## src/include/adc_ctl_pkg.sv

```systemverilog
package adc_ctl_pkg;
    localparam int ADDR_W = 4;
    localparam int DATA_W = 16;
    localparam int RES_W = 12;
    localparam int CHAN_W = 5;
    localparam int NUM_CORES = 4;
    localparam int NUM_CMP = 2;

    // Register indices
    localparam logic [ADDR_W-1:0] REG_WARMUP = 4'h0;
    localparam logic [ADDR_W-1:0] REG_CMP0_CTRL = 4'h1;
    localparam logic [ADDR_W-1:0] REG_CMP0_LO = 4'h2;
    localparam logic [ADDR_W-1:0] REG_CMP0_HI = 4'h3;
    localparam logic [ADDR_W-1:0] REG_CMP1_CTRL = 4'h4;
    localparam logic [ADDR_W-1:0] REG_CMP1_LO = 4'h5;
    localparam logic [ADDR_W-1:0] REG_CMP1_HI = 4'h6;
    localparam logic [ADDR_W-1:0] REG_IRQ_STAT = 4'h7;
    localparam logic [ADDR_W-1:0] REG_IRQ_MASK = 4'h8;
    localparam logic [ADDR_W-1:0] REG_CORE_STAT = 4'h9;
    localparam logic [ADDR_W-1:0] CMP_STRIDE = 4'h3;

    // Warm-up register fields
    localparam int WU_SEL_LSB = 8;
    localparam int WU_SHARED_BIT = 7;
    localparam logic [3:0] WU_MIN_CODE = 4'h4;
    localparam int WU_CNT_W = 16;

    // Comparator control fields
    localparam int CC_CHAN_LSB = 8;
    localparam int CC_EN_BIT = 7;
    localparam int CC_IE_BIT = 6;
    localparam int CC_STAT_BIT = 5;
    localparam int CC_SEL_BETWEEN_LIMITS_BIT = 4;
    localparam int CC_SEL_AT_OR_ABOVE_HIGH_BIT = 3;
    localparam int CC_SEL_BELOW_HIGH_BIT = 2;
    localparam int CC_SEL_AT_OR_ABOVE_LOW_BIT = 1;
    localparam int CC_SEL_BELOW_LOW_BIT = 0;
    localparam logic [CHAN_W-1:0] CHAN_MAX = 5'h15;

    // Interrupt status bit layout: cores 0..3, shared core, comparators 0..1
    localparam int IRQ_W = 7;
    localparam int IRQ_SHARED_BIT = 4;
    localparam int IRQ_CMP_LSB = 5;

    typedef struct packed {
        logic enable;
        logic irq_en;
        logic sel_between_limits;
        logic sel_at_or_above_high;
        logic sel_below_high;
        logic sel_at_or_above_low;
        logic sel_below_low;
        logic [RES_W-1:0] compare_low_limit;
        logic [RES_W-1:0] compare_high_limit;
    } cmp_cfg_s;

    typedef struct packed {
        logic valid;
        logic [CHAN_W-1:0] channel;
        logic [RES_W-1:0] value;
    } conv_result_s;

    typedef struct packed {
        logic wr;
        logic rd;
        logic [ADDR_W-1:0] addr;
        logic [DATA_W-1:0] wdata;
    } reg_req_s;
endpackage : adc_ctl_pkg

```

## src/hw/adc_warmup_timer.sv

```systemverilog
`timescale 1ns/1ps
module adc_warmup_timer
    import adc_ctl_pkg::*;
(
    // Clock and reset
    input wire logic clk,
    input wire logic sys_rst,
    // Power request and selected delay code
    input wire logic power_req,
    input wire logic [3:0] delay_sel,
    // Ready level and one-cycle ready event
    output logic ready,
    output logic ready_pulse
);
    typedef enum logic [1:0] {ST_OFF, ST_WARM, ST_READY} wu_state_e;
    typedef struct packed {
        wu_state_e st;
        logic [WU_CNT_W-1:0] cnt;
        logic pulse;
    } wu_state_s;

    wu_state_s q, next_q;

    // Codes below the minimum behave as the minimum
    function automatic logic [WU_CNT_W:0] delay_cycles(input logic [3:0] code);
        logic [3:0] c;
        c = (code < WU_MIN_CODE) ? WU_MIN_CODE : code;
        delay_cycles = (WU_CNT_W + 1)'(1) << c;
    endfunction : delay_cycles

    always_comb begin
        logic [WU_CNT_W:0] limit;
        limit = delay_cycles(delay_sel);
        next_q = q;
        next_q.pulse = 1'b0;
        if (!power_req) begin
            next_q.st = ST_OFF;
            next_q.cnt = '0;
        end else begin
            unique case (q.st)
                ST_OFF: begin
                    next_q.st = ST_WARM;
                    next_q.cnt = '0;
                end
                ST_WARM: begin
                    if ({1'b0, q.cnt} >= limit - 1'b1) begin // [RL1]
                        next_q.st = ST_READY;
                        next_q.pulse = 1'b1;
                    end else begin
                        next_q.cnt = q.cnt + 1'b1;
                    end
                end
                ST_READY: begin
                    next_q.st = ST_READY;
                end
            endcase
        end
    end

    always_ff @(posedge clk or posedge sys_rst) begin
        if (sys_rst) begin
            q <= '{st: ST_OFF, cnt: '0, pulse: 1'b0};
        end else begin
            q <= next_q;
        end
    end

    assign ready = (q.st == ST_READY);
    assign ready_pulse = q.pulse;

    a_warm_min_delay: assert property (@(posedge clk) disable iff (sys_rst) // [RL1]
        $rose(ready) |-> $past(power_req, 16))
        else $error("core ready before the shortest warm-up");
endmodule : adc_warmup_timer

```

## src/hw/adc_digital_comparator.sv

```systemverilog
`timescale 1ns/1ps
module adc_digital_comparator
    import adc_ctl_pkg::*;
(
    // Clock and reset
    input wire logic clk,
    input wire logic sys_rst,
    // Configuration and incoming results
    input wire adc_ctl_pkg::cmp_cfg_s cfg,
    input wire adc_ctl_pkg::conv_result_s result,
    // Channel field read by software
    input wire logic chan_read,
    // Status
    output logic [CHAN_W-1:0] event_channel_number,
    output logic event_stat,
    output logic event_pulse
);
    typedef struct packed {
        logic [CHAN_W-1:0] chan;
        logic stat;
        logic pulse;
    } cmp_state_s;

    cmp_state_s q, next_q;
    logic hit;

    always_comb begin
        logic lo_ge;
        logic hi_ge;
        lo_ge = result.value >= cfg.compare_low_limit;
        hi_ge = result.value >= cfg.compare_high_limit;
        hit = (cfg.sel_between_limits && lo_ge && !hi_ge) // [RL9]
            || (cfg.sel_at_or_above_high && hi_ge) // [RL10]
            || (cfg.sel_below_high && !hi_ge) // [RL11]
            || (cfg.sel_at_or_above_low && lo_ge) // [RL12]
            || (cfg.sel_below_low && !lo_ge); // [RL13]
        next_q = q;
        next_q.pulse = 1'b0;
        if (chan_read) begin
            next_q.stat = 1'b0; // [RL8]
        end
        if (!cfg.enable) begin
            next_q.stat = 1'b0; // [RL6]
        end else if (result.valid && hit && result.channel <= CHAN_MAX) begin
            // Channel, status and event move together; a new event beats the read clear
            next_q.chan = result.channel; // [RL5] [RL14]
            next_q.stat = 1'b1; // [RL8]
            next_q.pulse = 1'b1; // [RL14]
        end
    end

    always_ff @(posedge clk or posedge sys_rst) begin
        if (sys_rst) begin
            q <= '{chan: '0, stat: 1'b0, pulse: 1'b0};
        end else begin
            q <= next_q;
        end
    end

    assign event_channel_number = q.chan;
    assign event_stat = q.stat;
    assign event_pulse = q.pulse;

    a_disabled_stat: assert property (@(posedge clk) disable iff (sys_rst) // [RL6]
        !cfg.enable |=> !event_stat)
        else $error("status set while comparator disabled");
    a_event_together: assert property (@(posedge clk) disable iff (sys_rst) // [RL14]
        event_pulse |-> event_stat && event_channel_number == $past(result.channel))
        else $error("event without status or channel");
    a_read_clears: assert property (@(posedge clk) disable iff (sys_rst) // [RL8]
        chan_read && !(result.valid && hit && cfg.enable) |=> !event_stat)
        else $error("channel read did not clear status");
    a_below_low: assert property (@(posedge clk) disable iff (sys_rst) // [RL13]
        cfg.enable && result.valid && cfg.sel_below_low && result.channel <= CHAN_MAX
        && result.value < cfg.compare_low_limit |=> event_pulse)
        else $error("below-low event missed");
    a_at_high: assert property (@(posedge clk) disable iff (sys_rst) // [RL10]
        cfg.enable && result.valid && cfg.sel_at_or_above_high && result.channel <= CHAN_MAX
        && result.value >= cfg.compare_high_limit |=> event_pulse)
        else $error("at-or-above-high event missed");
endmodule : adc_digital_comparator

```

## src/hw/adc_ctl_top.sv

```systemverilog
`timescale 1ns/1ps
// Functional notes
// [RL1] Warm-up delay is 2^code source clocks; codes under 4 give 16.
// [RL2] Shared core ready raises the interrupt only when its enable is set.
// [RL3] Each dedicated core 0..3 ready raises the interrupt when its enable is set.
// [RL4] Two identical comparators, each with its own control register.
// [RL5] Event writes channel number into a read-only five-bit field; codes above 21 reserved.
// [RL6] Disabled comparator does nothing and its status bit reads zero.
// [RL7] Comparator interrupt enable lets each comparison event raise the interrupt.
// [RL8] Status bit set by an event, cleared when software reads the channel field.
// [RL9] Between select: event when low limit <= result < high limit.
// [RL10] High-high select: event when result >= high limit.
// [RL11] High-low select: event when result < high limit.
// [RL12] Low-high select: event when result >= low limit.
// [RL13] Low-low select: event when result < low limit.
// [RL14] Any enabled condition true gives event; channel, status, interrupt update together.
module adc_ctl_top
    import adc_ctl_pkg::*;
#(
    parameter int CORES = NUM_CORES
)
(
    // Clock and reset
    input wire logic clk,
    input wire logic sys_rst,
    // Register port
    input wire logic [ADDR_W-1:0] reg_addr,
    input wire logic [DATA_W-1:0] reg_wdata,
    input wire logic reg_wr,
    input wire logic reg_rd,
    output logic [DATA_W-1:0] reg_rdata,
    // Converter cores: power requests in, ready levels out
    input wire logic [CORES-1:0] core_power_req,
    input wire logic shared_power_req,
    output logic [CORES-1:0] core_ready,
    output logic shared_ready,
    // Completed conversion results, one per comparator
    input wire adc_ctl_pkg::conv_result_s cmp_result0,
    input wire adc_ctl_pkg::conv_result_s cmp_result1,
    // Common converter interrupt
    output logic adc_irq
);
    typedef struct packed {
        logic [3:0] core_powerup_delay_sel;
        logic shared_core_ready_irq_en;
        logic [CORES-1:0] core_ready_irq_en;
        logic [NUM_CMP-1:0] comparator_enable;
        logic [NUM_CMP-1:0] comparator_irq_en;
        logic [NUM_CMP-1:0][4:0] sel;
        logic [NUM_CMP-1:0][RES_W-1:0] low_limit;
        logic [NUM_CMP-1:0][RES_W-1:0] high_limit;
        logic [IRQ_W-1:0] irq_stat;
        logic [IRQ_W-1:0] irq_mask;
        logic [DATA_W-1:0] rdata;
    } top_state_s;

    top_state_s q, next_q;
    logic [CORES-1:0] core_pulse;
    logic shared_pulse;
    logic [NUM_CMP-1:0] cmp_pulse;
    logic [NUM_CMP-1:0] cmp_stat;
    logic [NUM_CMP-1:0][CHAN_W-1:0] cmp_chan;
    logic [NUM_CMP-1:0] chan_read;
    cmp_cfg_s [NUM_CMP-1:0] cfg;
    conv_result_s [NUM_CMP-1:0] results;
    logic [IRQ_W-1:0] irq_event;

    assign results[0] = cmp_result0;
    assign results[1] = cmp_result1;

    // One warm-up setting serves every core
    for (genvar i = 0; i < CORES; i++) begin : g_core
        adc_warmup_timer u_warm (
            .clk(clk),
            .sys_rst(sys_rst),
            .power_req(core_power_req[i]),
            .delay_sel(q.core_powerup_delay_sel), // [RL1]
            .ready(core_ready[i]),
            .ready_pulse(core_pulse[i])
        );
    end

    adc_warmup_timer u_warm_shared (
        .clk(clk),
        .sys_rst(sys_rst),
        .power_req(shared_power_req),
        .delay_sel(q.core_powerup_delay_sel), // [RL1]
        .ready(shared_ready),
        .ready_pulse(shared_pulse)
    );

    for (genvar c = 0; c < NUM_CMP; c++) begin : g_cmp // [RL4]
        assign cfg[c] = '{
            enable: q.comparator_enable[c],
            irq_en: q.comparator_irq_en[c],
            sel_between_limits: q.sel[c][CC_SEL_BETWEEN_LIMITS_BIT],
            sel_at_or_above_high: q.sel[c][CC_SEL_AT_OR_ABOVE_HIGH_BIT],
            sel_below_high: q.sel[c][CC_SEL_BELOW_HIGH_BIT],
            sel_at_or_above_low: q.sel[c][CC_SEL_AT_OR_ABOVE_LOW_BIT],
            sel_below_low: q.sel[c][CC_SEL_BELOW_LOW_BIT],
            compare_low_limit: q.low_limit[c],
            compare_high_limit: q.high_limit[c]
        };
        assign chan_read[c] = reg_rd && reg_addr == ctrl_addr(c);
        adc_digital_comparator u_cmp (
            .clk(clk),
            .sys_rst(sys_rst),
            .cfg(cfg[c]),
            .result(results[c]),
            .chan_read(chan_read[c]), // [RL8]
            .event_channel_number(cmp_chan[c]),
            .event_stat(cmp_stat[c]),
            .event_pulse(cmp_pulse[c])
        );
    end

    function automatic logic [ADDR_W-1:0] ctrl_addr(input int c);
        ctrl_addr = REG_CMP0_CTRL + ADDR_W'(c) * CMP_STRIDE;
    endfunction : ctrl_addr

    function automatic logic [DATA_W-1:0] pad(input logic [RES_W-1:0] v);
        pad = {{(DATA_W-RES_W){1'b0}}, v};
    endfunction : pad

    // Hardware events; each gated by its own enable
    always_comb begin
        irq_event = '0;
        irq_event[CORES-1:0] = core_pulse & q.core_ready_irq_en; // [RL3]
        irq_event[IRQ_SHARED_BIT] = shared_pulse & q.shared_core_ready_irq_en; // [RL2]
        irq_event[IRQ_CMP_LSB +: NUM_CMP] = cmp_pulse & q.comparator_irq_en; // [RL7] [RL14]
    end

    always_comb begin
        next_q = q;
        if (reg_wr) begin
            unique case (reg_addr)
                REG_WARMUP: begin
                    next_q.core_powerup_delay_sel = reg_wdata[WU_SEL_LSB +: 4];
                    next_q.shared_core_ready_irq_en = reg_wdata[WU_SHARED_BIT];
                    next_q.core_ready_irq_en = reg_wdata[CORES-1:0];
                end
                REG_IRQ_STAT: next_q.irq_stat = q.irq_stat & ~reg_wdata[IRQ_W-1:0];
                REG_IRQ_MASK: next_q.irq_mask = reg_wdata[IRQ_W-1:0];
                default: begin
                    for (int c = 0; c < NUM_CMP; c++) begin
                        if (reg_addr == ctrl_addr(c)) begin
                            next_q.comparator_enable[c] = reg_wdata[CC_EN_BIT];
                            next_q.comparator_irq_en[c] = reg_wdata[CC_IE_BIT];
                            next_q.sel[c] = reg_wdata[CC_SEL_BETWEEN_LIMITS_BIT:CC_SEL_BELOW_LOW_BIT];
                        end
                        if (reg_addr == ctrl_addr(c) + 4'h1) begin
                            next_q.low_limit[c] = reg_wdata[RES_W-1:0];
                        end
                        if (reg_addr == ctrl_addr(c) + 4'h2) begin
                            next_q.high_limit[c] = reg_wdata[RES_W-1:0];
                        end
                    end
                end
            endcase
        end
        // Set after the write-one clear so a same-cycle event survives
        next_q.irq_stat = next_q.irq_stat | irq_event;
        next_q.rdata = '0;
        if (reg_rd) begin
            unique case (reg_addr)
                REG_WARMUP: begin
                    next_q.rdata[WU_SEL_LSB +: 4] = q.core_powerup_delay_sel;
                    next_q.rdata[WU_SHARED_BIT] = q.shared_core_ready_irq_en;
                    next_q.rdata[CORES-1:0] = q.core_ready_irq_en;
                end
                REG_IRQ_STAT: next_q.rdata[IRQ_W-1:0] = q.irq_stat;
                REG_IRQ_MASK: next_q.rdata[IRQ_W-1:0] = q.irq_mask;
                REG_CORE_STAT: next_q.rdata[CORES:0] = {shared_ready, core_ready};
                default: begin
                    for (int c = 0; c < NUM_CMP; c++) begin
                        if (reg_addr == ctrl_addr(c)) begin
                            next_q.rdata[CC_CHAN_LSB +: CHAN_W] = cmp_chan[c]; // [RL5]
                            next_q.rdata[CC_EN_BIT] = q.comparator_enable[c];
                            next_q.rdata[CC_IE_BIT] = q.comparator_irq_en[c];
                            next_q.rdata[CC_STAT_BIT] = cmp_stat[c];
                            next_q.rdata[CC_SEL_BETWEEN_LIMITS_BIT:CC_SEL_BELOW_LOW_BIT] = q.sel[c];
                        end
                        if (reg_addr == ctrl_addr(c) + 4'h1) begin
                            next_q.rdata = pad(q.low_limit[c]);
                        end
                        if (reg_addr == ctrl_addr(c) + 4'h2) begin
                            next_q.rdata = pad(q.high_limit[c]);
                        end
                    end
                end
            endcase
        end
    end

    always_ff @(posedge clk or posedge sys_rst) begin
        if (sys_rst) begin
            q <= '0;
        end else begin
            q <= next_q;
        end
    end

    assign reg_rdata = q.rdata;
    // The event itself drives the line, so it rises with channel and status rather than a cycle later
    assign adc_irq = |((q.irq_stat | irq_event) & q.irq_mask); // [RL14]

    a_core_irq_gate: assert property (@(posedge clk) disable iff (sys_rst) // [RL3]
        (q.irq_stat[CORES-1:0] & ~$past(q.irq_stat[CORES-1:0]) & ~$past(q.core_ready_irq_en)) == '0)
        else $error("core ready latched while its enable is clear");
    a_shared_irq: assert property (@(posedge clk) disable iff (sys_rst) // [RL2]
        shared_pulse && q.shared_core_ready_irq_en |=> q.irq_stat[IRQ_SHARED_BIT])
        else $error("shared core ready event lost");
    a_cmp_irq: assert property (@(posedge clk) disable iff (sys_rst) // [RL7]
        cmp_pulse[1] && q.comparator_irq_en[1] && q.irq_mask[IRQ_CMP_LSB + 1] |-> adc_irq)
        else $error("comparator 1 event did not raise interrupt");
    a_irq_level: assert property (@(posedge clk) disable iff (sys_rst)
        adc_irq && !reg_wr |=> adc_irq)
        else $error("interrupt dropped with no software write");
    a_rdata_idle: assert property (@(posedge clk) disable iff (sys_rst)
        !reg_rd |=> reg_rdata == '0)
        else $error("read data outside the cycle after a read");
endmodule : adc_ctl_top

```

## config.mk

```make
export PLATFORM = sky130hd
export DESIGN_NAME = adc_ctl_top
export DESIGN_NICKNAME = d
export VERILOG_FILES = /design/src/include/adc_ctl_pkg.sv /design/src/hw/adc_warmup_timer.sv /design/src/hw/adc_digital_comparator.sv /design/src/hw/adc_ctl_top.sv
export SDC_FILE = /design/constraint.sdc
export NUM_CORES = 1
export LEC_CHECK = 0
export BUFFER_PORTS_ARGS = -buffer_cell sky130_fd_sc_hd__buf_4
export CAP_MARGIN = 5
export CORE_ASPECT_RATIO = 0.75
export CORE_MARGIN = 2
export CORE_UTILIZATION = 28
export CTS_BUF_LIST = sky130_fd_sc_hd__clkbuf_16
export CTS_CLUSTER_SIZE = 10
export DETAILED_ROUTE_END_ITERATION = 8
export HOLD_SLACK_MARGIN = 0.02
export PLACE_DENSITY = 0.49
export SLEW_MARGIN = 10
export SYNTH_ARGS = -nofsm -noshare
export SYNTH_HDL_FRONTEND = slang
export SYNTH_SLANG_ARGS = --single-unit
```

## constraint.sdc

```tcl
create_clock -name clk -period 21.5 [get_ports clk]
set_clock_uncertainty 0.2 [all_clocks]
set_input_delay 5.375 -clock clk [delete_from_list [all_inputs] [get_ports clk]]
set_output_delay 5.375 -clock clk [all_outputs]
set_load 0.01 [all_outputs]
```

Word-level counts from Yosys, hierarchy flattened:

Cells that the tools add are included.

* bits in registers: 210
* bits of input ports: 65
* output and inout bits: 22
* logic and storage cells: 221

* add/sub/neg operators: 6
* magnitude comparators: 12
* equal/unequal tests: 36
* shifts and indexed selects: 1
* multiplexer cells: 64
* bitwise logic cells: 9
* reductions and logical operators: 56

Operators by type and width (count)
* 16-bit case mux with 2 select lines: 5
* 16-bit 2-to-1 mux: 8
* 18-bit 2-to-1 mux: 5
* 16-bit by 17-bit greater-or-equal comparator with 1-bit output: 5
* 16-bit by 1-bit adder with 16-bit output (second input constant): 5
* 13-bit 2-to-1 mux: 4
* 12-bit greater-or-equal comparator: 4
* 2-bit case mux with 3 select lines: 6
* 1-bit 2-to-1 mux: 21
* 3-bit by 1-bit inequality test with 1-bit output (second input constant): 7
* 1-bit logical AND: 18
* 2-bit AND reduction: 9
* 3-bit AND reduction: 6
* 1-bit by 4-bit << shifter with 17-bit output (first input constant): 1
* 17-bit by 1-bit subtractor with 17-bit output (second input constant): 1
* 4-bit by 3-bit == test with 1-bit output (second input constant): 4
* 4-bit case mux with 4 select lines: 1
* 3-bit by 2-bit inequality test with 1-bit output (second input constant): 5
* 3-bit inequality test (second input constant): 5
* 7-bit bitwise AND: 2
* 14-bit 2-to-1 mux: 1
* 2-bit 2-to-1 mux: 7
* 7-bit 2-to-1 mux: 2
* 7-bit bitwise OR: 2
* other kinds (23): 50

Longest topological paths before layout:

* depth in word-level cells: 11
* depth in mapped cells: 15
* gate-level depth less buffers: 12

Modules after synthesis:

Synthesis repeated with hierarchy kept, for this count alone.

* cell total of the unflattened synthesis: 1638
* area, all modules: 15215.8 µm²

By module, submodules not included
* adc_ctl_top: times used 1, cells each 438, area each 5052.3 µm², sequential area each 2452.4 µm²
* adc_warmup_timer at g_core[1].u_warm ...: times used 3, cells each 199, area each 1655.3 µm², sequential area each 475.5 µm²
* adc_digital_comparator: times used 2, cells each 106, area each 933.4 µm², sequential area each 175.2 µm²
* adc_warmup_timer at u_warm_shared: times used 1, cells each 198, area each 1677.9 µm², sequential area each 475.5 µm²
* adc_warmup_timer at g_core[0].u_warm: times used 1, cells each 193, area each 1652.8 µm², sequential area each 475.5 µm²

Worst setup path after synthesis:

OpenSTA, ideal clock, no wires.

* path kind: input port to flip-flop
* start point: in cmp_result1[9] (netlist bit)
* end point: reg g_cmp[1].u_cmp.q (netlist bit g_cmp[1].u_cmp.event_channel_number[0])
* library setup time: 0.125 ns
* data arrival time: 7.463 ns
* data required time: 21.175 ns
* path slack: 13.712 ns
* stages on the path: 9
* buffers on the path: 1
* cell sequence: ha_1 -> or4_1 -> a211oi_1 -> o21a_1 -> o21bai_1 -> a211oi_1 -> a311o_1 -> clkbuf_1 -> mux2_2

* cells in the longest elaborated chain, start to end: 10
* elaborated cells on any way between the ends: 17
* those cells by class: order compare (2); reduce/logical (15)

Ends and longest elaborated chain
* from (decl): RTL line adc_ctl_top.sv:39 `input wire adc_ctl_pkg::conv_result_s cmp_result1,`
* 12-bit greater-or-equal comparator, on equally long branches: RTL line adc_digital_comparator.sv:30, adc_digital_comparator.sv:31
* 1-bit logical AND or 1-bit logical NOT (tied branches): RTL line adc_digital_comparator.sv:32, adc_digital_comparator.sv:34
* 1-bit logical AND: RTL line adc_digital_comparator.sv:32 `hit = (cfg.sel_between_limits && lo_ge && !hi_ge)`
* 1-bit logical OR: RTL line adc_digital_comparator.sv:33 `|| (cfg.sel_at_or_above_high && hi_ge)`
* 1-bit logical OR: RTL line adc_digital_comparator.sv:34 `|| (cfg.sel_below_high && !hi_ge)`
* 1-bit logical OR: RTL line adc_digital_comparator.sv:35 `|| (cfg.sel_at_or_above_low && lo_ge)`
* 1-bit logical OR (*): RTL line adc_digital_comparator.sv:36 `|| (cfg.sel_below_low && !lo_ge);`
* 1-bit logical AND (*) (2 in series): RTL line adc_digital_comparator.sv:44 `end else if (result.valid && hit && result.channel <= CHAN_MAX) begin`
* 2-bit AND reduction (no source line) (*)
* to (signal assigned): RTL line adc_digital_comparator.sv:54 `q <= '{chan: '0, stat: 1'b0, pulse: 1'b0};`
* to (signal assigned): RTL line adc_digital_comparator.sv:56 `q <= next_q;`
* to (decl): RTL line adc_digital_comparator.sv:24 `cmp_state_s q, next_q;`

Mark *: on every way between the ends. The rest lies on a longest branch, timed or not.
A chain may end at the register's enable or synchronous reset.

Worst setup path in the final report:

* start point: reg q (netlist bit cfg[60])
* end point: out adc_irq

* cells in the longest elaborated chain, start to end: 4

Ends and longest elaborated chain
* from (decl): RTL line adc_ctl_top.sv:57 `top_state_s q, next_q;`
* from (signal assigned): RTL line adc_ctl_top.sv:199 `q <= next_q;`
* 2-bit bitwise AND: RTL line adc_ctl_top.sv:130 `irq_event[IRQ_CMP_LSB +: NUM_CMP] = cmp_pulse & q.comparator_irq_en;`
* 7-bit bitwise OR: RTL line adc_ctl_top.sv:205 `assign adc_irq = |((q.irq_stat | irq_event) & q.irq_mask);`
* 7-bit bitwise AND: RTL line adc_ctl_top.sv:205
* 7-bit OR reduction: RTL line adc_ctl_top.sv:205
* to (decl): RTL line adc_ctl_top.sv:41 `output logic adc_irq`

No other way between the ends.

==> metrics.txt <==
# TYPE chip_impl_metric gauge
chip_impl_info{name="status",value="finished, final reports clean"} 1
chip_impl_metric{name="num_vias",unit=""} 10528
chip_impl_info{name="critical_path.endpoint_type",value="output pin"} 1
chip_impl_metric{name="p_clk_frac",unit=""} 0.293
chip_impl_metric{name="firstDrtPassIters",unit=""} 7
chip_impl_metric{name="clkSinkCount",unit=""} 207
chip_impl_metric{name="power.internal",unit="W"} 0.000814
chip_impl_metric{name="initial_core_utilization",unit=""} 0.284
chip_impl_metric{name="power_density",unit="nW/um^2"} 84.0
chip_impl_metric{name="leakagePower",unit="nW"} 7.05
chip_impl_metric{name="max_clock_freq",unit="MHz"} 130
chip_impl_metric{name="finalWeightedCongestion",unit=""} 0.829
chip_impl_info{name="layout_commonest_cell",value="sky130_fd_sc_hd__dfrtp_1"} 1
chip_impl_metric{name="setup_viol",unit=""} 0
chip_impl_metric{name="cts_buffer_depth",unit=""} 3
chip_impl_metric{name="design.die.area",unit="um^2"} 48600
chip_impl_metric{name="relSlewSlack",unit=""} 0.181
chip_impl_metric{name="synth-seq-area-share",unit=""} 0.395
chip_impl_metric{name="setup_tns",unit="ps"} 0
chip_impl_metric{name="dr.first_iter.drc_count",unit=""} 822
chip_impl_metric{name="drive_above_1_share",unit=""} 0.151
chip_impl_metric{name="num_antenna_cells",unit=""} 0
chip_impl_metric{name="asyncSetResetFlopFracSynth",unit=""} 1.00
chip_impl_metric{name="yosysUniqueCellTypes",unit=""} 67
chip_impl_metric{name="finalHoldViolCount",unit=""} 0
chip_impl_metric{name="cp.required",unit="ps"} 15930
chip_impl_info{name="synth_top_flop_cell",value="sky130_fd_sc_hd__dfrtp_1"} 1
chip_impl_metric{name="reg2reg_depth",unit=""} 11
chip_impl_metric{name="syn2layout_area_growth",unit="%"} 14.5
chip_impl_metric{name="timing_max_transition_violations_final",unit=""} 0
chip_impl_metric{name="num_rows",unit=""} 68
chip_impl_metric{name="cts.repair.resized",unit=""} 0
chip_impl_metric{name="grt_overflow_total",unit=""} 0
chip_impl_metric{name="track_usage",unit=""} 0.161
chip_impl_info{name="startpoint_type",value="flop"} 1
chip_impl_metric{name="initial_antenna_violation_count",unit=""} 0
chip_impl_metric{name="p_seq_frac",unit=""} 0.411
chip_impl_metric{name="drv_cap",unit=""} 0
chip_impl_metric{name="cts_made_buffers",unit=""} 25
chip_impl_metric{name="timing.final.crit_period",unit="ps"} 7700
chip_impl_metric{name="synth_edf_count",unit=""} 0
chip_impl_metric{name="worst_skew_pair.late_latency",unit="ps"} 530
chip_impl_metric{name="ant_nets",unit=""} 0
chip_impl_metric{name="grt_first_pass_wirelength",unit="um"} 60500
chip_impl_metric{name="timing_worst_slew_pin_value",unit="ps"} 1220
chip_impl_metric{name="port_buffers",unit=""} 79
chip_impl_metric{name="post_drt_wl_per_cell",unit="um"} 19.0
chip_impl_metric{name="netSwitchingPower",unit="W"} 0.000447
chip_impl_metric{name="cts.hold.buffers_added",unit=""} 0
chip_impl_metric{name="ctsHtreeMaxLevel",unit=""} 1
chip_impl_metric{name="first_global_vias",unit=""} 10038
chip_impl_metric{name="register_bit_count_reported_by_yosys",unit=""} 207
chip_impl_metric{name="yosys_warnings",unit=""} 0
chip_impl_metric{name="dieHeight",unit="um"} 191
chip_impl_metric{name="comb_power_share",unit=""} 0.296
chip_impl_metric{name="synth_area_per_cell",unit="um^2"} 9.75
chip_impl_info{name="unrepaired_setup_endpoints_after_global_routing",value="false"} 1
chip_impl_info{name="final_cell_mix",value="sky130_fd_sc_hd__dfrtp_1 (207), sky130_fd_sc_hd__ha_1 (144), sky130_fd_sc_hd__nand2_1 (114)"} 1
chip_impl_info{name="cts_root_buf",value="sky130_fd_sc_hd__clkbuf_16"} 1
chip_impl_metric{name="place.detailed.hpwl",unit="um"} 29300
chip_impl_metric{name="clkSlewWorstSetupHoldPaths",unit="ps"} 50
chip_impl_metric{name="postRouteWirelength",unit="um"} 39000
chip_impl_metric{name="num-nets-final",unit=""} 1628
chip_impl_metric{name="post_dr_vias_cell",unit=""} 5.13
chip_impl_metric{name="nFillCells",unit=""} 4833
chip_impl_metric{name="layout_worst_path_cycle_share",unit=""} 0.358
chip_impl_metric{name="hold_depth",unit=""} 1
chip_impl_metric{name="grt_start_max_net_pins",unit=""} 98
chip_impl_metric{name="fin_hold_ws",unit="ps"} 304
chip_impl_info{name="holdCritPathClass",value="flop to flop"} 1
chip_impl_metric{name="io_pins",unit=""} 87
chip_impl_info{name="criticalPathCategory",value="flop to output pin"} 1
chip_impl_metric{name="cp.arrival",unit="ps"} 2120
chip_impl_metric{name="drt_drc_violations_left",unit=""} 0
chip_impl_info{name="tritoncts",value="done"} 1
chip_impl_metric{name="syn-cell-area",unit="um^2"} 13100
chip_impl_metric{name="placeableCoreArea",unit="um^2"} 46100
chip_impl_metric{name="post_synth_inst_count",unit=""} 1344
chip_impl_metric{name="critical_path_peak_fanout",unit=""} 4
chip_impl_metric{name="post_cts_repair_setup_buffers",unit=""} 0
chip_impl_metric{name="worst_case_vdd_ir_drop",unit="mV"} 0.0412
chip_impl_metric{name="switching_share",unit=""} 0.355
chip_impl_metric{name="floorplan.die.width",unit="um"} 254
[critical path, cell delays in order (launching register included)]
cell                       delay [ps]
sky130_fd_sc_hd__dfrtp_1          410
sky130_fd_sc_hd__a21o_1           180
sky130_fd_sc_hd__a222oi_1         470
sky130_fd_sc_hd__nand3_1          300
sky130_fd_sc_hd__buf_4            230
[routing by layer]
layer,part of all wire,track usage
met5,0,0
met4,0.015,0.0265
met3,0.064,0.0328
met2,0.40,0.223
met1,0.53,0.256
[registers in the layout (all words and copies together), names as in the netlist]
register                          cells
cfg                                  62
g_cmp.u_cmp.event_channel_number     10
g_cmp.u_cmp.event_pulse               2
g_cmp.u_cmp.event_stat                2
g_core.u_warm.q                      72
g_core.u_warm.ready_pulse             4
q                                    23
reg_rdata                            13
u_warm_shared.q                      18
u_warm_shared.ready_pulse             1
[final cells by class]
| type | instances | area (um^2) | area share |
|---|---|---|---|
| Multi-Input combinational cell | 997 | 7320 | 0.488 |
| Sequential cell | 207 | 5180 | 0.345 |
| Tap cell | 630 | 788 | 0.0525 |
| Timing Repair Buffer | 95 | 713 | 0.0475 |
| Clock buffer | 25 | 626 | 0.0417 |
| Inverter | 93 | 357 | 0.0238 |
| Clock inverter | 6 | 25.0 | 0.00167 |
[kinds of logic (layout without fill, tap and decap cells)]
kind of cell / Yosys count / in the layout / synth area share
XOR/XNOR: 36 / 36 / 0.0241
multiplexers: 90 / 90 / 0.0764
other: 2 / 20 / 0.000573
AND/OR/NAND/NOR: 374 / 374 / 0.145
flip-flops: 207 / 207 / 0.395
AO/OA/AOI/OAI: 332 / 332 / 0.169
buffers and inverters: 158 / 219 / 0.0517
adder cells (fa/ha/maj): 145 / 145 / 0.138
[power groups by stage]
| stage | registers [W] | clock network, W | logic [W] |
|---|---|---|---|
| final | 0.000518 | 0.000369 | 0.000374 |
| after global routing | 0.000526 | 0.000393 | 0.000421 |
| after global placement | 0.000521 | 0 | 0.000365 |
| after detailed placement | 0.000523 | 0 | 0.000373 |
| after floorplan | 0.000495 | 0 | 0.000267 |
| after CTS | 0.000516 | 0.000379 | 0.000375 |
[stage by stage]
step	cell area, um^2	total power, W	cells	utilization	setup slack [ps]
after floorplan	13200	0.000761	1362	-	10270
after global routing	15000	0.00134	2053	0.325	13710
after detailed placement	14400	0.000896	2022	0.311	13290
after CTS	15000	0.00127	2053	0.325	13760
after global placement	14400	0.000886	2022	0.311	13290
final	15000	0.00126	2053	0.325	13800
[cells in the mapped netlist (3+ instances only)]
library cell | instances | area (um^2)
sky130_fd_sc_hd__o21ai_0 | 78 | 390
sky130_fd_sc_hd__xnor2_1 | 6 | 52.6
sky130_fd_sc_hd__and3_1 | 22 | 138
sky130_fd_sc_hd__or3_1 | 29 | 181
sky130_fd_sc_hd__nand2_1 | 114 | 428
sky130_fd_sc_hd__a2111oi_0 | 3 | 26.3
sky130_fd_sc_hd__and2_1 | 10 | 62.6
sky130_fd_sc_hd__buf_4 | 21 | 158
sky130_fd_sc_hd__nor2b_1 | 9 | 56.3
sky130_fd_sc_hd__o21bai_1 | 5 | 37.5
sky130_fd_sc_hd__a22oi_1 | 22 | 165
sky130_fd_sc_hd__and4_1 | 4 | 35.0
sky130_fd_sc_hd__xor2_1 | 30 | 263
sky130_fd_sc_hd__a21o_1 | 37 | 278
sky130_fd_sc_hd__nand4_1 | 32 | 200
sky130_fd_sc_hd__o211a_1 | 5 | 50.1
sky130_fd_sc_hd__or4_1 | 17 | 128
sky130_fd_sc_hd__o21a_1 | 12 | 90.1
sky130_fd_sc_hd__a211oi_1 | 10 | 75.1
sky130_fd_sc_hd__mux2_2 | 80 | 901
sky130_fd_sc_hd__nor2_1 | 52 | 195
sky130_fd_sc_hd__a31oi_1 | 8 | 50.1
sky130_fd_sc_hd__a22o_1 | 11 | 96.3
sky130_fd_sc_hd__ha_1 | 144 | 1800
sky130_fd_sc_hd__a21oi_1 | 76 | 380
sky130_fd_sc_hd__dfrtp_1 | 207 | 5180
sky130_fd_sc_hd__o21ai_1 | 3 | 15.0
sky130_fd_sc_hd__nor4_1 | 5 | 31.3
sky130_fd_sc_hd__buf_2 | 5 | 25.0
sky130_fd_sc_hd__nor3_1 | 6 | 30.0
sky130_fd_sc_hd__a222oi_1 | 6 | 60.1
sky130_fd_sc_hd__nand3_1 | 48 | 240
sky130_fd_sc_hd__o31ai_1 | 8 | 60.1
sky130_fd_sc_hd__o41ai_1 | 4 | 35.0
sky130_fd_sc_hd__mux2i_1 | 10 | 100
sky130_fd_sc_hd__o211ai_1 | 17 | 128
sky130_fd_sc_hd__buf_1 | 3 | 11.3
sky130_fd_sc_hd__nand2b_1 | 15 | 93.8
sky130_fd_sc_hd__a221oi_1 | 8 | 70.1
sky130_fd_sc_hd__inv_1 | 93 | 349
sky130_fd_sc_hd__clkbuf_1 | 36 | 135
[final timing paths]
| path | startpoint | endpoint | slack [ps] |
|---|---|---|---|
| max in group asynchronous | sys_rst | u_warm_shared.q[2] | 14360 |
| max reg2reg | q[97] | u_warm_shared.q[16] | 16960 |
| min in group asynchronous | sys_rst | reg_rdata[10] | 4760 |
| max | cfg[60] | adc_irq | 13800 |
| min reg2reg | cfg[45] | cfg[45] | 300 |
| min | cfg[45] | cfg[45] | 300 |
Power figures use the tool's default switching activity.
